<file path="config.mk">
export PLATFORM = sky130hd
export DESIGN_NAME = cfg_host_flat
export DESIGN_NICKNAME = d
export VERILOG_FILES = /design/src/cfg_pkg.sv /design/src/cfg_link_if.sv /design/src/cfg_host.sv /design/src/flat_wrapper.sv
export VERILOG_INCLUDE_DIRS = /design/src
export SDC_FILE = /design/constraint.sdc
export NUM_CORES = 1
export LEC_CHECK = 0
export ABC_CLOCK_PERIOD_IN_PS = 4580
export BUFFER_PORTS_ARGS = -buffer_cell sky130_fd_sc_hd__buf_2
export CAP_MARGIN = 5
export CORE_ASPECT_RATIO = 1.1
export CORE_UTILIZATION = 40
export DETAILED_ROUTE_END_ITERATION = 10
export GPL_TIMING_DRIVEN = 0
export HOLD_SLACK_MARGIN = 0.06
export PLACE_DENSITY = 0.7
export SETUP_SLACK_MARGIN = 0.2
export SLEW_MARGIN = 20
export SYNTH_ARGS = -nofsm -noshare
export SYNTH_HDL_FRONTEND = slang
export SYNTH_SLANG_ARGS = --single-unit
</file>
<file path="constraint.sdc">
create_clock -name clk_i -period 4.58 [get_ports clk_i]
set_input_delay 0.229 -clock clk_i [delete_from_list [all_inputs] [get_ports clk_i]]
set_output_delay 0.229 -clock clk_i [all_outputs]
set_load 0.05 [all_outputs]
</file>
<file path="src/cfg_consts.svh">
// constants for the converter configuration reset and format link
// Summary of operation
// - format bit picks two's complement or offset binary
// - format applies only with digital bypass enabled
// - host pulses reset pin high after power-up
// - release loads fuse defaults, then long calibration
// - reference select driven, clock running before reset
// - writing one to reset bit restores defaults
// - software reset bit clears itself
// - reset pin held low during serial reset
// - host waits calibration time before programming
`ifndef CFG_CONSTS_SVH
`define CFG_CONSTS_SVH

`define CALIB_CYCLES 200000
`define FUSE_CYCLES 4
`define HW_PULSE_CYCLES 16
`define SPI_HALF_CYCLES 4
`define SAMPLE_W 14

`define FRAME_BITS 5'd24
`define FRAME_CMD_DONE 5'd15
`define FRAME_LAST 5'd23
`define FRAME_RD_FIRST 5'd16
`define CMD_READ 8'h80
`define CMD_WRITE 8'h00

`define ADDR_SWRST 8'h00
`define ADDR_BYPASS 8'h24
`define ADDR_FORMAT 8'h8F
`define SWRST_BIT 0
`define BYPASS_EN_BIT 2
`define FORMAT_BIT 1
`define SWRST_RESET 1'b0
`define BYPASS_RESET 8'h00
`define FORMAT_RESET 8'h00
`define SWRST_DATA 8'h01

`define HOST_CTRL 8'h00
`define HOST_CMD 8'h04
`define HOST_STATUS 8'h08
`define CTRL_HW_RESET_BIT 0
`define CTRL_SW_RESET_BIT 1
`define CTRL_REF_BIT 2
`define CMD_READ_BIT 16
`define AXI_OKAY 2'b00
`define AXI_SLVERR 2'b10

`endif

</file>
<file path="src/cfg_pkg.sv">
// types shared by both ends of the configuration link
package cfg_pkg;
  typedef enum logic [1:0] {
    DEV_HOLD = 2'b00,
    DEV_FUSE = 2'b01,
    DEV_CALIB = 2'b10,
    DEV_READY = 2'b11
  } dev_state_t;

  typedef enum logic [1:0] {
    HOST_IDLE = 2'b00,
    HOST_RST = 2'b01,
    HOST_WAIT = 2'b10,
    HOST_SPI = 2'b11
  } host_state_t;
endpackage

</file>
<file path="src/cfg_link_if.sv">
// pins between the host controller and the converter configuration logic
`timescale 1ns/1ps
`default_nettype none
interface cfg_link_if;
  logic hw_reset;
  logic reference_select_pin;
  logic sen_n;
  logic sclk;
  logic sdi;
  logic sdo;

  modport device (
    input hw_reset,
    input reference_select_pin,
    input sen_n,
    input sclk,
    input sdi,
    output sdo
  );

  modport host (
    output hw_reset,
    output reference_select_pin,
    output sen_n,
    output sclk,
    output sdi,
    input sdo
  );
endinterface
`default_nettype wire

</file>
<file path="src/cfg_host.sv">
// host end: axi4-lite registers driving the reset pin and serial port
`timescale 1ns/1ps
`default_nettype none
`include "cfg_consts.svh"
module cfg_host import cfg_pkg::*; #(
  parameter int unsigned WAIT_CYCLES = `CALIB_CYCLES,
  parameter int unsigned HW_PULSE_CYCLES = `HW_PULSE_CYCLES,
  parameter int unsigned SPI_HALF_CYCLES = `SPI_HALF_CYCLES
) (
  input wire logic clk_i,
  input wire logic reset_n_i,
  cfg_link_if.host link,
  input wire logic [7:0] s_axi_awaddr,
  input wire logic s_axi_awvalid,
  output logic s_axi_awready,
  input wire logic [31:0] s_axi_wdata,
  input wire logic [3:0] s_axi_wstrb,
  input wire logic s_axi_wvalid,
  output logic s_axi_wready,
  output logic [1:0] s_axi_bresp,
  output logic s_axi_bvalid,
  input wire logic s_axi_bready,
  input wire logic [7:0] s_axi_araddr,
  input wire logic s_axi_arvalid,
  output logic s_axi_arready,
  output logic [31:0] s_axi_rdata,
  output logic [1:0] s_axi_rresp,
  output logic s_axi_rvalid,
  input wire logic s_axi_rready
);

  if (WAIT_CYCLES < 1 || HW_PULSE_CYCLES < 1 || SPI_HALF_CYCLES < 2) begin : g_bad_param
    $error("cfg_host: counts too small, serial half period needs two cycles");
  end

  host_state_t state_q, state_d;
  logic [31:0] cnt_q, cnt_d;
  logic aw_q, aw_d, w_q, w_d, bvalid_q, bvalid_d, rvalid_q, rvalid_d;
  logic [7:0] awaddr_q, awaddr_d;
  logic [31:0] wdata_q, wdata_d, rdata_q, rdata_d;
  logic [3:0] wstrb_q, wstrb_d;
  logic [1:0] bresp_q, bresp_d, rresp_q, rresp_d;
  logic ref_q, ref_d, refused_q, refused_d, sw_wait_q, sw_wait_d;
  logic sen_n_q, sen_n_d, sclk_q, sclk_d;
  logic [4:0] bit_q, bit_d;
  logic [23:0] shift_q, shift_d;
  logic [7:0] rx_q, rx_d;

  logic do_write;
  logic [31:0] wr_val;
  logic idle;

  function automatic logic [31:0] lanes(input logic [31:0] d, input logic [3:0] s);
    logic [31:0] m;
    m = {{8{s[3]}}, {8{s[2]}}, {8{s[1]}}, {8{s[0]}}};
    return d & m;
  endfunction

  assign do_write = aw_q && w_q && !bvalid_q;
  assign wr_val = lanes(wdata_q, wstrb_q);
  assign idle = state_q == HOST_IDLE;

  always_comb begin
    aw_d = aw_q;
    w_d = w_q;
    awaddr_d = awaddr_q;
    wdata_d = wdata_q;
    wstrb_d = wstrb_q;
    bvalid_d = bvalid_q;
    bresp_d = bresp_q;
    rvalid_d = rvalid_q;
    rdata_d = rdata_q;
    rresp_d = rresp_q;
    if (s_axi_awvalid && s_axi_awready) begin
      aw_d = 1'b1;
      awaddr_d = s_axi_awaddr;
    end
    if (s_axi_wvalid && s_axi_wready) begin
      w_d = 1'b1;
      wdata_d = s_axi_wdata;
      wstrb_d = s_axi_wstrb;
    end
    if (do_write) begin
      aw_d = 1'b0;
      w_d = 1'b0;
      bvalid_d = 1'b1;
      bresp_d = (awaddr_q == `HOST_CTRL || awaddr_q == `HOST_CMD) ? `AXI_OKAY : `AXI_SLVERR;
    end else if (bvalid_q && s_axi_bready) begin
      bvalid_d = 1'b0;
    end
    if (s_axi_arvalid && s_axi_arready) begin
      rvalid_d = 1'b1;
      rresp_d = `AXI_OKAY;
      rdata_d = 32'h00000000;
      if (s_axi_araddr == `HOST_CTRL) begin
        rdata_d[`CTRL_REF_BIT] = ref_q;
      end else if (s_axi_araddr == `HOST_STATUS) begin
        rdata_d = {16'h0000, rx_q, 4'h0, ref_q, refused_q, state_q == HOST_WAIT, !idle};
      end else if (s_axi_araddr != `HOST_CMD) begin
        rresp_d = `AXI_SLVERR;
      end
    end else if (rvalid_q && s_axi_rready) begin
      rvalid_d = 1'b0;
    end
  end

  // sequencer and serial master
  always_comb begin
    state_d = state_q;
    cnt_d = cnt_q;
    ref_d = ref_q;
    refused_d = refused_q;
    sw_wait_d = sw_wait_q;
    sen_n_d = sen_n_q;
    sclk_d = sclk_q;
    bit_d = bit_q;
    shift_d = shift_q;
    rx_d = rx_q;
    if (do_write && awaddr_q == `HOST_CTRL && wstrb_q[0]) begin
      ref_d = wr_val[`CTRL_REF_BIT];
    end
    case (state_q)
      HOST_IDLE: begin
        cnt_d = 32'd0;
        if (do_write && awaddr_q == `HOST_CTRL && wr_val[`CTRL_HW_RESET_BIT]) begin
          state_d = HOST_RST;
          refused_d = 1'b0;
        end else if (do_write && awaddr_q == `HOST_CTRL && wr_val[`CTRL_SW_RESET_BIT]) begin
          shift_d = {`CMD_WRITE, `ADDR_SWRST, `SWRST_DATA};
          sw_wait_d = 1'b1;
          sen_n_d = 1'b0;
          bit_d = 5'd0;
          state_d = HOST_SPI;
          refused_d = 1'b0;
        end else if (do_write && awaddr_q == `HOST_CMD) begin
          shift_d = {wr_val[`CMD_READ_BIT] ? `CMD_READ : `CMD_WRITE, wr_val[15:0]};
          sw_wait_d = 1'b0;
          sen_n_d = 1'b0;
          bit_d = 5'd0;
          state_d = HOST_SPI;
          refused_d = 1'b0;
        end
      end
      HOST_RST: begin
        if (cnt_q == 32'(HW_PULSE_CYCLES - 1)) begin
          cnt_d = 32'd0;
          state_d = HOST_WAIT;
        end else begin
          cnt_d = cnt_q + 32'd1;
        end
      end
      HOST_WAIT: begin
        if (cnt_q == 32'(WAIT_CYCLES - 1)) begin
          cnt_d = 32'd0;
          state_d = HOST_IDLE;
        end else begin
          cnt_d = cnt_q + 32'd1;
        end
      end
      HOST_SPI: begin
        if (cnt_q == 32'(SPI_HALF_CYCLES - 1)) begin
          cnt_d = 32'd0;
          sclk_d = !sclk_q;
          if (sclk_q) begin
            if (bit_q >= `FRAME_RD_FIRST) begin
              rx_d = {rx_q[6:0], link.sdo};
            end
            shift_d = {shift_q[22:0], 1'b0};
            bit_d = bit_q + 5'd1;
            if (bit_q == `FRAME_LAST) begin
              sen_n_d = 1'b1;
              state_d = sw_wait_q ? HOST_WAIT : HOST_IDLE;
            end
          end
        end else begin
          cnt_d = cnt_q + 32'd1;
        end
      end
      default: begin
        state_d = HOST_IDLE;
      end
    endcase
    // commands and reset requests arriving while busy are dropped and flagged; the reference bit still updates
    if (do_write && !idle && awaddr_q != `HOST_STATUS) begin
      if (awaddr_q == `HOST_CMD || wr_val[`CTRL_HW_RESET_BIT] || wr_val[`CTRL_SW_RESET_BIT]) begin
        refused_d = 1'b1;
      end
    end
  end

  always_ff @(posedge clk_i or negedge reset_n_i) begin
    if (!reset_n_i) begin
      state_q <= HOST_RST;
      cnt_q <= 32'd0;
      aw_q <= 1'b0;
      w_q <= 1'b0;
      awaddr_q <= 8'h00;
      wdata_q <= 32'h00000000;
      wstrb_q <= 4'h0;
      bvalid_q <= 1'b0;
      bresp_q <= `AXI_OKAY;
      rvalid_q <= 1'b0;
      rdata_q <= 32'h00000000;
      rresp_q <= `AXI_OKAY;
      ref_q <= 1'b0;
      refused_q <= 1'b0;
      sw_wait_q <= 1'b0;
      sen_n_q <= 1'b1;
      sclk_q <= 1'b0;
      bit_q <= 5'd0;
      shift_q <= 24'h000000;
      rx_q <= 8'h00;
    end else begin
      state_q <= state_d;
      cnt_q <= cnt_d;
      aw_q <= aw_d;
      w_q <= w_d;
      awaddr_q <= awaddr_d;
      wdata_q <= wdata_d;
      wstrb_q <= wstrb_d;
      bvalid_q <= bvalid_d;
      bresp_q <= bresp_d;
      rvalid_q <= rvalid_d;
      rdata_q <= rdata_d;
      rresp_q <= rresp_d;
      ref_q <= ref_d;
      refused_q <= refused_d;
      sw_wait_q <= sw_wait_d;
      sen_n_q <= sen_n_d;
      sclk_q <= sclk_d;
      bit_q <= bit_d;
      shift_q <= shift_d;
      rx_q <= rx_d;
    end
  end

  assign s_axi_awready = !aw_q && !bvalid_q;
  assign s_axi_wready = !w_q && !bvalid_q;
  assign s_axi_bvalid = bvalid_q;
  assign s_axi_bresp = bresp_q;
  assign s_axi_arready = !rvalid_q;
  assign s_axi_rvalid = rvalid_q;
  assign s_axi_rdata = rdata_q;
  assign s_axi_rresp = rresp_q;
  // pin is low in every state but the pulse, so serial reset sees it low
  assign link.hw_reset = state_q == HOST_RST;
  assign link.reference_select_pin = ref_q;
  assign link.sen_n = sen_n_q;
  assign link.sclk = sclk_q;
  assign link.sdi = shift_q[23];

endmodule
`default_nettype wire

</file>
<file path="src/flat_wrapper.sv">
// flat-port wrapper written by rule: the top's interface ports become plain ports
module cfg_host_flat import cfg_pkg::*;
#(
  parameter int unsigned WAIT_CYCLES = `CALIB_CYCLES,
  parameter int unsigned HW_PULSE_CYCLES = `HW_PULSE_CYCLES,
  parameter int unsigned SPI_HALF_CYCLES = `SPI_HALF_CYCLES
)
  (clk_i, reset_n_i, s_axi_awaddr, s_axi_awvalid, s_axi_awready, s_axi_wdata, s_axi_wstrb, s_axi_wvalid, s_axi_wready, s_axi_bresp, s_axi_bvalid, s_axi_bready, s_axi_araddr, s_axi_arvalid, s_axi_arready, s_axi_rdata, s_axi_rresp, s_axi_rvalid, s_axi_rready, link_hw_reset, link_reference_select_pin, link_sen_n, link_sclk, link_sdi, link_sdo);
  cfg_link_if link_i ();
  input wire logic clk_i;
  input wire logic reset_n_i;
  input wire logic [7:0] s_axi_awaddr;
  input wire logic s_axi_awvalid;
  output logic s_axi_awready;
  input wire logic [31:0] s_axi_wdata;
  input wire logic [3:0] s_axi_wstrb;
  input wire logic s_axi_wvalid;
  output logic s_axi_wready;
  output logic [1:0] s_axi_bresp;
  output logic s_axi_bvalid;
  input wire logic s_axi_bready;
  input wire logic [7:0] s_axi_araddr;
  input wire logic s_axi_arvalid;
  output logic s_axi_arready;
  output logic [31:0] s_axi_rdata;
  output logic [1:0] s_axi_rresp;
  output logic s_axi_rvalid;
  input wire logic s_axi_rready;
  output wire logic [$bits(link_i.hw_reset)-1:0] link_hw_reset;
  output wire logic [$bits(link_i.reference_select_pin)-1:0] link_reference_select_pin;
  output wire logic [$bits(link_i.sen_n)-1:0] link_sen_n;
  output wire logic [$bits(link_i.sclk)-1:0] link_sclk;
  output wire logic [$bits(link_i.sdi)-1:0] link_sdi;
  input wire logic [$bits(link_i.sdo)-1:0] link_sdo;
  assign link_hw_reset = link_i.hw_reset;
  assign link_reference_select_pin = link_i.reference_select_pin;
  assign link_sen_n = link_i.sen_n;
  assign link_sclk = link_i.sclk;
  assign link_sdi = link_i.sdi;
  assign link_i.sdo = link_sdo;
  cfg_host #(.WAIT_CYCLES(WAIT_CYCLES), .HW_PULSE_CYCLES(HW_PULSE_CYCLES), .SPI_HALF_CYCLES(SPI_HALF_CYCLES)) u_core (.clk_i(clk_i), .reset_n_i(reset_n_i), .link(link_i), .s_axi_awaddr(s_axi_awaddr), .s_axi_awvalid(s_axi_awvalid), .s_axi_awready(s_axi_awready), .s_axi_wdata(s_axi_wdata), .s_axi_wstrb(s_axi_wstrb), .s_axi_wvalid(s_axi_wvalid), .s_axi_wready(s_axi_wready), .s_axi_bresp(s_axi_bresp), .s_axi_bvalid(s_axi_bvalid), .s_axi_bready(s_axi_bready), .s_axi_araddr(s_axi_araddr), .s_axi_arvalid(s_axi_arvalid), .s_axi_arready(s_axi_arready), .s_axi_rdata(s_axi_rdata), .s_axi_rresp(s_axi_rresp), .s_axi_rvalid(s_axi_rvalid), .s_axi_rready(s_axi_rready));
endmodule
</file>
==> results of run 1 <==
## area by class of cell
cell class	instances	share of cell area (%)
sequential	122	41.9
multi-input combinational	346	33.9
timing repair buffer	100	9.45
clock buffer	21	6.18
buffer	42	3.48
tap	188	3.23
clock inverter	11	1.34
inverter	11	0.566
## power by group
group	switching, uW	leakage, uW	internal, uW
Clock	478	0.000259	756
Sequential	138	0.00161	1280
Combinational	516	0.00158	378
## state kept, by name, summed over array words and instances (netlist names), 3 cells and up
signal,count
u_core.awaddr_q,8
u_core.bit_q,5
u_core.cnt_q,32
u_core.rx_q,8
u_core.s_axi_rdata,12
u_core.shift_q,24
u_core.wdata_q,17
u_core.wstrb_q,3
## worst max-delay path: cells and delay by family (launching register included)
family | cells | cell delay (ns)
AND/OR/NAND/NOR | 2 | 1.29
AO/OA/AOI/OAI | 2 | 0.63
flip-flops | 1 | 0.39
multiplexers | 1 | 0.26
## stage by stage
step	utilization, %	total power, uW	area (um2)
floorplan	-	2070	5820
global placement	46.0	2270	6390
detailed placement	46.2	2300	6420
CTS	52.4	3570	7290
global route	52.4	3730	7290
finish	52.4	3540	7290
## what timing repair did
item	CTS	global route
hold buffers	32	0
endpoints found under the hold margin	89	0
buffers inserted	0	0
## cell usage after synthesis, types with 2 or more instances
cell type,count
a21o_1,3
a21oi_1,7
a22o_1,34
a31oi_1,3
a32o_1,3
a41oi_1,3
and2_1,4
and3_1,6
and4_1,2
buf_1,2
buf_2,5
buf_4,22
clkbuf_1,12
dfrtp_1,120
dfstp_2,2
ha_1,2
inv_1,11
mux2_2,43
mux2_4,10
mux2i_1,2
nand2_1,33
nand3_1,16
nand4_1,13
nand4b_1,2
nor2_1,48
nor3_1,5
nor4_1,12
o21a_1,2
o21ai_0,8
o31ai_1,6
or2_2,2
or3_1,4
or4_1,3
or4_4,2
or4bb_1,2
xnor2_1,8
xor2_1,23
## kinds of logic (layout without fill, tap and decap cells)
group,Yosys count,count (layout)
DFF,122,122
buffers and inverters,53,185
adders and majority gates,2,2
AOI/OAI and AO/OA,77,77
xor gates and xnor gates,31,31
muxes,55,55
other,1,22
and+or+nand+nor,159,159
## path summary, 6_finish.rpt
check | from | end | slack (ns) | cells past startpoint
hold reg to reg | u_core.link.sen_n$_DFFE_PN1P_ | u_core.link.sen_n$_DFFE_PN1P_ | 0.49 | 2
hold / removal | s_axi_awaddr[3] | u_core.awaddr_q[3]$_DFFE_PN0P_ | 0.07 | 2
setup reg to reg | u_core.awaddr_q[5]$_DFFE_PN0P_ | u_core.shift_q[6]$_DFFE_PN0P_ | 1.90 | 5
setup / recovery | u_core.awaddr_q[5]$_DFFE_PN0P_ | u_core.shift_q[6]$_DFFE_PN0P_ | 1.90 | 5
max in group asynchronous | reset_n_i | u_core.link.sen_n$_DFFE_PN1P_ | 3.50 | 3
min in group asynchronous | reset_n_i | u_core.awaddr_q[6]$_DFFE_PN0P_ | 0.34 | 2
## layer usage
metal	GRT usage (%)	vias to the layer above	routed length (um)	part of all wire [%]
li1	-	2046	-	-
met1	21.3	2085	5080	42
met2	28.3	105	5970	50
met3	5.44	26	529	4.4
met4	9.20	0	393	3.3
met5	0	-	0	0
==> results.yml, run 1 <==
synth:
  synth.lib_cells_used.distinct: 52
  synthAdderAreaFrac_pct: 0.436
  multiplexer_share_of_the_synthesized_area_pct: 11.4
  synth-seq-cells: 122
  number_of_flops_mapped_to_enable_cells_by_yosys: 0
  seq_area_frac_synth_pct: 53.2
  synth_top_family_by_area: "simple AND/OR/NAND/NOR gates"
  synth_simple_gate_area_share_pct: 14.5
  synth-warning-count: 0
  yosys.area.top_type: "dfrtp_1"
  ys_async_sr_fraction_pct: 100
  synth_ff_type: "dfrtp_1"
  synthesized_area_fraction_occupied_by_xor_and_xnor_cells_pct: 4.73
  synthCells: 500
  synth_area_per_cell_um2: 11.5
  synthesis.area_um2: 5740
  post_synthesis_compound_gate_area_fraction_pct: 10.5
  synthTopCellsByArea: "dfrtp_1, mux2_2, a22o_1"
  synth_top_area_share_pct: 52.3
grt:
  grt_first_pass_wirelength_um: 20000
  globalRouteOverflowTotal: 0
  global_route.usage.total_pct: 17.7
  grt_antenna_before_repair: 0
  grt_start_max_net_pins: 64
  grt_pass1_vias: 4247
place:
  io_buffers: 67
  finalWeightedCongestion: 0.864
  pre_cts_ws_ns: 1.92
  detailed_place_hpwl_um: 8230
  numPlacedInstances: 777
clock_network:
  clk-insertion-delay-late_ns: 0.42
  cts_htree_levels: 4
  ctsLongestPathBuffers: 2
  clkTransAtPathRegs_ns: 0.06
  tritoncts: "built"
  cts_root_buf: "clkbuf_16"
  cts-buffers-inserted: 17
  clock-sinks: 122
  postCtsResizedCells: 0
cells_and_area:
  num_antenna_cells: 0
  number_of_filler_cells_placed_in_the_layout: 1193
  final_cell_mix: "dfrtp_1, buf_2, nor2_1"
  layout.cells.non_filler: 841
  fin_nets: 702
  flow.area_growth_from_synthesis_pct: 27.0
  multiInputGateArea_um2: 2470
  layout-drive-gt1-share_pct: 28.9
  regArea_um2: 3060
  mostFrequentLayoutCell: "dfrtp_1"
critical_path:
  timing.critical_path.slowest_stage_cell: "nor4_1"
  timing.critical_path.to_type: "flop"
  startpoint_type: "flop"
  cp_max_fo: 6
  timing.setup.critical_path_class: "flop to flop"
  cp.arrival_ns: 2.99
  timing.critical_path.slowest_cell_delay_ns: 0.68
  path_cells: "or4_1 -> nor4_1 -> a21oi_1 -> a22o_1 -> mux2_4"
  worst_ep_required_ns: 4.88
die:
  initial_core_util_pct: 41.3
  die-area_um2: 14800
  die_h_um: 128
  pin_count: 106
  chipWidth_um: 116
  design.core.area_um2: 13900
  std_cell_rows: 45
route:
  vias_per_cell: 5.07
  avgRoutedWirePerCell_um: 14.2
  firstDrtPassIters: 4
  remaining_drc_errors: 0
  drt_wirelength_um: 12000
  via_count: 4262
  drtAntennaViolNets: 0
  initialDrtViolationCount: 212
sta:
  setup-violations-final: 0
  rsz_0062_raised_after_global_routing: "no"
  final-max-slew-violation-count: 0
  slew_headroom_pct: 39.1
  layout_min_cycle_time_ns: 2.68
  hold_violations: 0
  max_slew.worst_pin.slew_ns: 0.905
  fin_crit_sh_pct: 58.6
  max_clock_freq_ghz: 0.373
  timing.setup.tns_ns: 0
  hold_slack_ns: 0.0689
  finalClockSkew_ns: 0.00930
  crit_path_setup_slack_layout_ns: 1.90
hold_path:
  holdCritPathClass: "primary input to flop"
power:
  cellLeakagePower_uw: 0.00345
  power_density_nw_per_um2: 486
  irDropWorstVdd_mv: 0.246
job:
  timing.max_cap.violations: 0
outcome:
  status: "completed"
No activity file was read; power rests on OpenSTA's default activity.
==> run 2: changes to the inputs <==
--- a/config.mk
+++ b/config.mk
@@ -6,7 +6,8 @@
 export SDC_FILE = /design/constraint.sdc
 export NUM_CORES = 1
 export LEC_CHECK = 0
-export ABC_CLOCK_PERIOD_IN_PS = 4580
+export ABC_AREA = 1
+export ABC_CLOCK_PERIOD_IN_PS = 2800
 export BUFFER_PORTS_ARGS = -buffer_cell sky130_fd_sc_hd__buf_2
 export CAP_MARGIN = 5
 export CORE_ASPECT_RATIO = 1.1
@@ -14,7 +15,7 @@
 export DETAILED_ROUTE_END_ITERATION = 10
 export GPL_TIMING_DRIVEN = 0
 export HOLD_SLACK_MARGIN = 0.06
-export PLACE_DENSITY = 0.7
+export PLACE_DENSITY = 0.69
 export SETUP_SLACK_MARGIN = 0.2
 export SLEW_MARGIN = 20
 export SYNTH_ARGS = -nofsm -noshare
==> constraint.sdc (replaced) <==
create_clock -name clk_i -period 2.8 [get_ports clk_i]
set_input_delay 0.14 -clock clk_i [delete_from_list [all_inputs] [get_ports clk_i]]
set_output_delay 0.14 -clock clk_i [all_outputs]
set_load 0.05 [all_outputs]
==> run 2 against run 1 <==
Via count up 19%; non-clock buffer count is 1 higher; sequential power is 68% higher; register-to-register slack worse by 1.2 ns; clock skew shrank 0.00094 ns; core utilization rose by 0.19 points.
==> results.yml, run 2 <==
sta:
  slew_headroom_pct: 50.9
  layout_min_cycle_time_ns: 2.10
  max_clock_freq_ghz: 0.475
  finalClockSkew_ns: 0.00837
  fin_crit_sh_pct: 75.2
  final-max-slew-violation-count: 0
  max_slew.worst_pin.slew_ns: 0.730
  rsz_0062_raised_after_global_routing: "no"
  hold_violations: 0
  setup-violations-final: 0
route:
  drt_wirelength_um: 13200
  remaining_drc_errors: 0
  vias_per_cell: 4.65
  initialDrtViolationCount: 301
  via_count: 5088
  firstDrtPassIters: 4
  avgRoutedWirePerCell_um: 12.1
  drtAntennaViolNets: 0
clock_network:
  clock-sinks: 122
  clk-insertion-delay-late_ns: 0.41
  number_of_buffers_added_for_setup_after_cts: 0
  cts_htree_levels: 4
  tritoncts: "built"
  postCtsResizedCells: 0
  clkTransAtPathRegs_ns: 0.05
  ctsLongestPathBuffers: 2
  cts_root_buf: "clkbuf_16"
  cts-buffers-inserted: 17
die:
  chipWidth_um: 120
  std_cell_rows: 46
  die_h_um: 132
  pin_count: 106
  design.core.area_um2: 14700
  die-area_um2: 15700
  initial_core_util_pct: 41.6
synth:
  synthMostInstantiatedCell: "nand2_1"
  ys_async_sr_fraction_pct: 100
  synth-warning-count: 0
  synth-seq-cells: 122
  seq_area_frac_synth_pct: 50.1
  synthTopCellsByArea: "dfrtp_1, nand2_1, nor2_1"
  synth_top_area_share_pct: 49.2
  synthCells: 750
  yosys.area.top_type: "dfrtp_1"
  synth_common_cells: "nand2_1, dfrtp_1, nor2_1, inv_1, nand3_1"
  synthesis.area_um2: 6100
  synth_area_per_cell_um2: 8.13
  number_of_flops_mapped_to_enable_cells_by_yosys: 0
  synth_ff_type: "dfrtp_1"
  synth.lib_cells_used.distinct: 35
critical_path:
  reg2reg_setup_slack_ns: 0.70
  timing.setup.critical_path_class: "flop to flop"
  startpoint_type: "flop"
  cp.buffers_inverters: 1
  worstSetupStartpoint: "u_core.cnt_q[0]$_DFF_PN0_"
  path_cells: "ha_1 -> nand3_1 -> nor2_1 -> nand2_1 -> o21ai_0 -> nand2_1 -> nor2_1 -> buf_2 -> nor2_1"
  worst_ep_required_ns: 3.08
  ff2ff_path_depth: 9
  timing.critical_path.to_type: "flop"
  critical_path.reg2reg.endpoint: "u_core.cnt_q[21]$_DFF_PN0_"
  cp_max_fo: 10
  timing.critical_path.slowest_stage_cell: "dfrtp_1"
  rr_startpoint: "u_core.cnt_q[0]$_DFF_PN0_"
  timing.critical_path.slowest_cell_delay_ns: 0.38
  cp.arrival_ns: 2.39
  critPathMostFrequentCell: "nor2_1"
  crit_family: "simple AND/OR/NAND/NOR gates"
power:
  irDropWorstVdd_mv: 0.766
  totalPowerFinal_uw: 6550
  cellLeakagePower_uw: 0.00381
  power_density_nw_per_um2: 848
grt:
  global_route.usage.total_pct: 18.1
  grt_pass1_vias: 4919
  grt.met2_usage_pct: 29.4
  grt_antenna_before_repair: 0
  grtUsageMet3_pct: 4.12
  grt_start_max_net_pins: 79
  met1_usage_in_global_routing_pct: 22.7
  global_route.peak_usage_layer: "met2"
  grt_first_pass_wirelength_um: 22500
  globalRouteOverflowTotal: 0
outcome:
  status: "completed"
place:
  io_buffers: 67
  finalWeightedCongestion: 0.913
  detailed_place_hpwl_um: 9400
  numPlacedInstances: 1032
hold_path:
  timing.hold.worst_endpoint: "u_core.s_axi_rresp[1]$_DFFE_PN0P_"
  hold-path-cell-count: 3
  min-delay-start: "s_axi_araddr[2]"
  holdCritPathClass: "primary input to flop"
cells_and_area:
  most_flops_register: "u_core.cnt_q"
  layout_top_registers: "u_core.cnt_q: 32 flops, u_core.shift_q: 24 flops, u_core.wdata_q: 17 flops"
  final_cell_mix: "nand2_1, dfrtp_1, nor2_1"
  regArea_um2: 3060
  fin_nets: 953
  number_of_filler_cells_placed_in_the_layout: 1341
  flow.area_growth_from_synthesis_pct: 26.6
  largest_register_ff_count: 32
  mostFrequentLayoutCell: "nand2_1"
  num_antenna_cells: 0
  multiInputGateArea_um2: 2620
  layout.cells.non_filler: 1095
  layout-drive-gt1-share_pct: 19.5
job:
  timing.max_cap.violations: 0
[run 2: cell count changes after synthesis, moves of 22 or more]
cell,previous run,this run
nor2_1,48,111
o21ai_0,8,37
nand3_1,16,38
inv_1,11,61
a22o_1,34,0
nand2_1,33,219
[run 2: final cells by class]
cell class / instances / share of cell area [%]
Clock inverter: 10 / 1.54
Multi-Input combinational cell: 545 / 33.9
Sequential cell: 122 / 39.6
Tap cell: 192 / 3.11
Timing Repair Buffer: 101 / 9.28
Inverter: 62 / 3.01
Buffer: 42 / 3.51
Clock buffer: 21 / 6.09
[run 2: cells by family (layout without fill, tap and decap cells)]
family	Yosys count	in the layout	share of synthesized area, %
AO/OA/AOI/OAI	57	57	4.92
XOR/XNOR	24	24	3.45
adder cells (fa/ha/maj)	2	2	0.410
buffers and inverters	104	236	8.27
flip-flops	122	122	50.1
multiplexers	26	26	4.80
other	1	22	0.0615
AND/OR/NAND/NOR	414	414	28.0
[run 2: worst max path at each step]
stage	end	slack, ns	cells after the start
final	u_core.cnt_q[21]$_DFF_PN0_	0.70	9
after global routing	u_core.cnt_q[21]$_DFF_PN0_	0.44	9
after CTS	u_core.cnt_q[21]$_DFF_PN0_	0.69	9
after detailed placement	u_core.cnt_q[21]$_DFF_PN0_	0.69	9
after global placement	u_core.s_axi_rdata[8]$_DFFE_PN0P_	-0.008	1
after floorplan	u_core.wdata_q[0]$_DFFE_PN0P_	0.50	4
[run 2: worst register-to-register path, delay by kind of cell (launching register included)]
kind / cells / cell delay [ns]
and+or+nand+nor: 6 / 0.79
DFF: 1 / 0.38
buffers and inverters: 1 / 0.30
adders and majority gates: 1 / 0.27
AOI/OAI and AO/OA: 1 / 0.24
[run 2: per-stage QoR]
stage          TNS (ns)  worst slack, ns  util (%)  area (um2)  hold slack (ns)
6_report              0            0.695      52.6        7720           0.0764
3_3_place_gp     -0.273         -0.00819      46.0        6750            0.317
2_1_floorplan         0            0.498         -        6180           -0.156
5_1_grt               0            0.435      52.6        7720           0.0682
3_5_place_dp          0            0.693      46.4        6820            0.173
4_1_cts               0            0.685      52.6        7720           0.0620
[run 2: layer usage]
metal	vias to the layer above	share of wire (%)	routed length [um]
li1	2617	-	-
met1	2321	46	6120
met2	134	48	6290
met3	16	4.3	567
met4	0	1.9	249
met5	-	0	0
[run 2: power breakdown]
group | switching, uW | internal [uW]
Combinational | 1320 | 697
Clock | 768 | 1370
Sequential | 234 | 2160
Total | 2330 | 4230
[run 2: timing repair]
item / in CTS / in global routing
endpoints found under the hold margin: 108 / 0
endpoints found under the setup margin: 0 / 0
hold buffers: 32 / 0
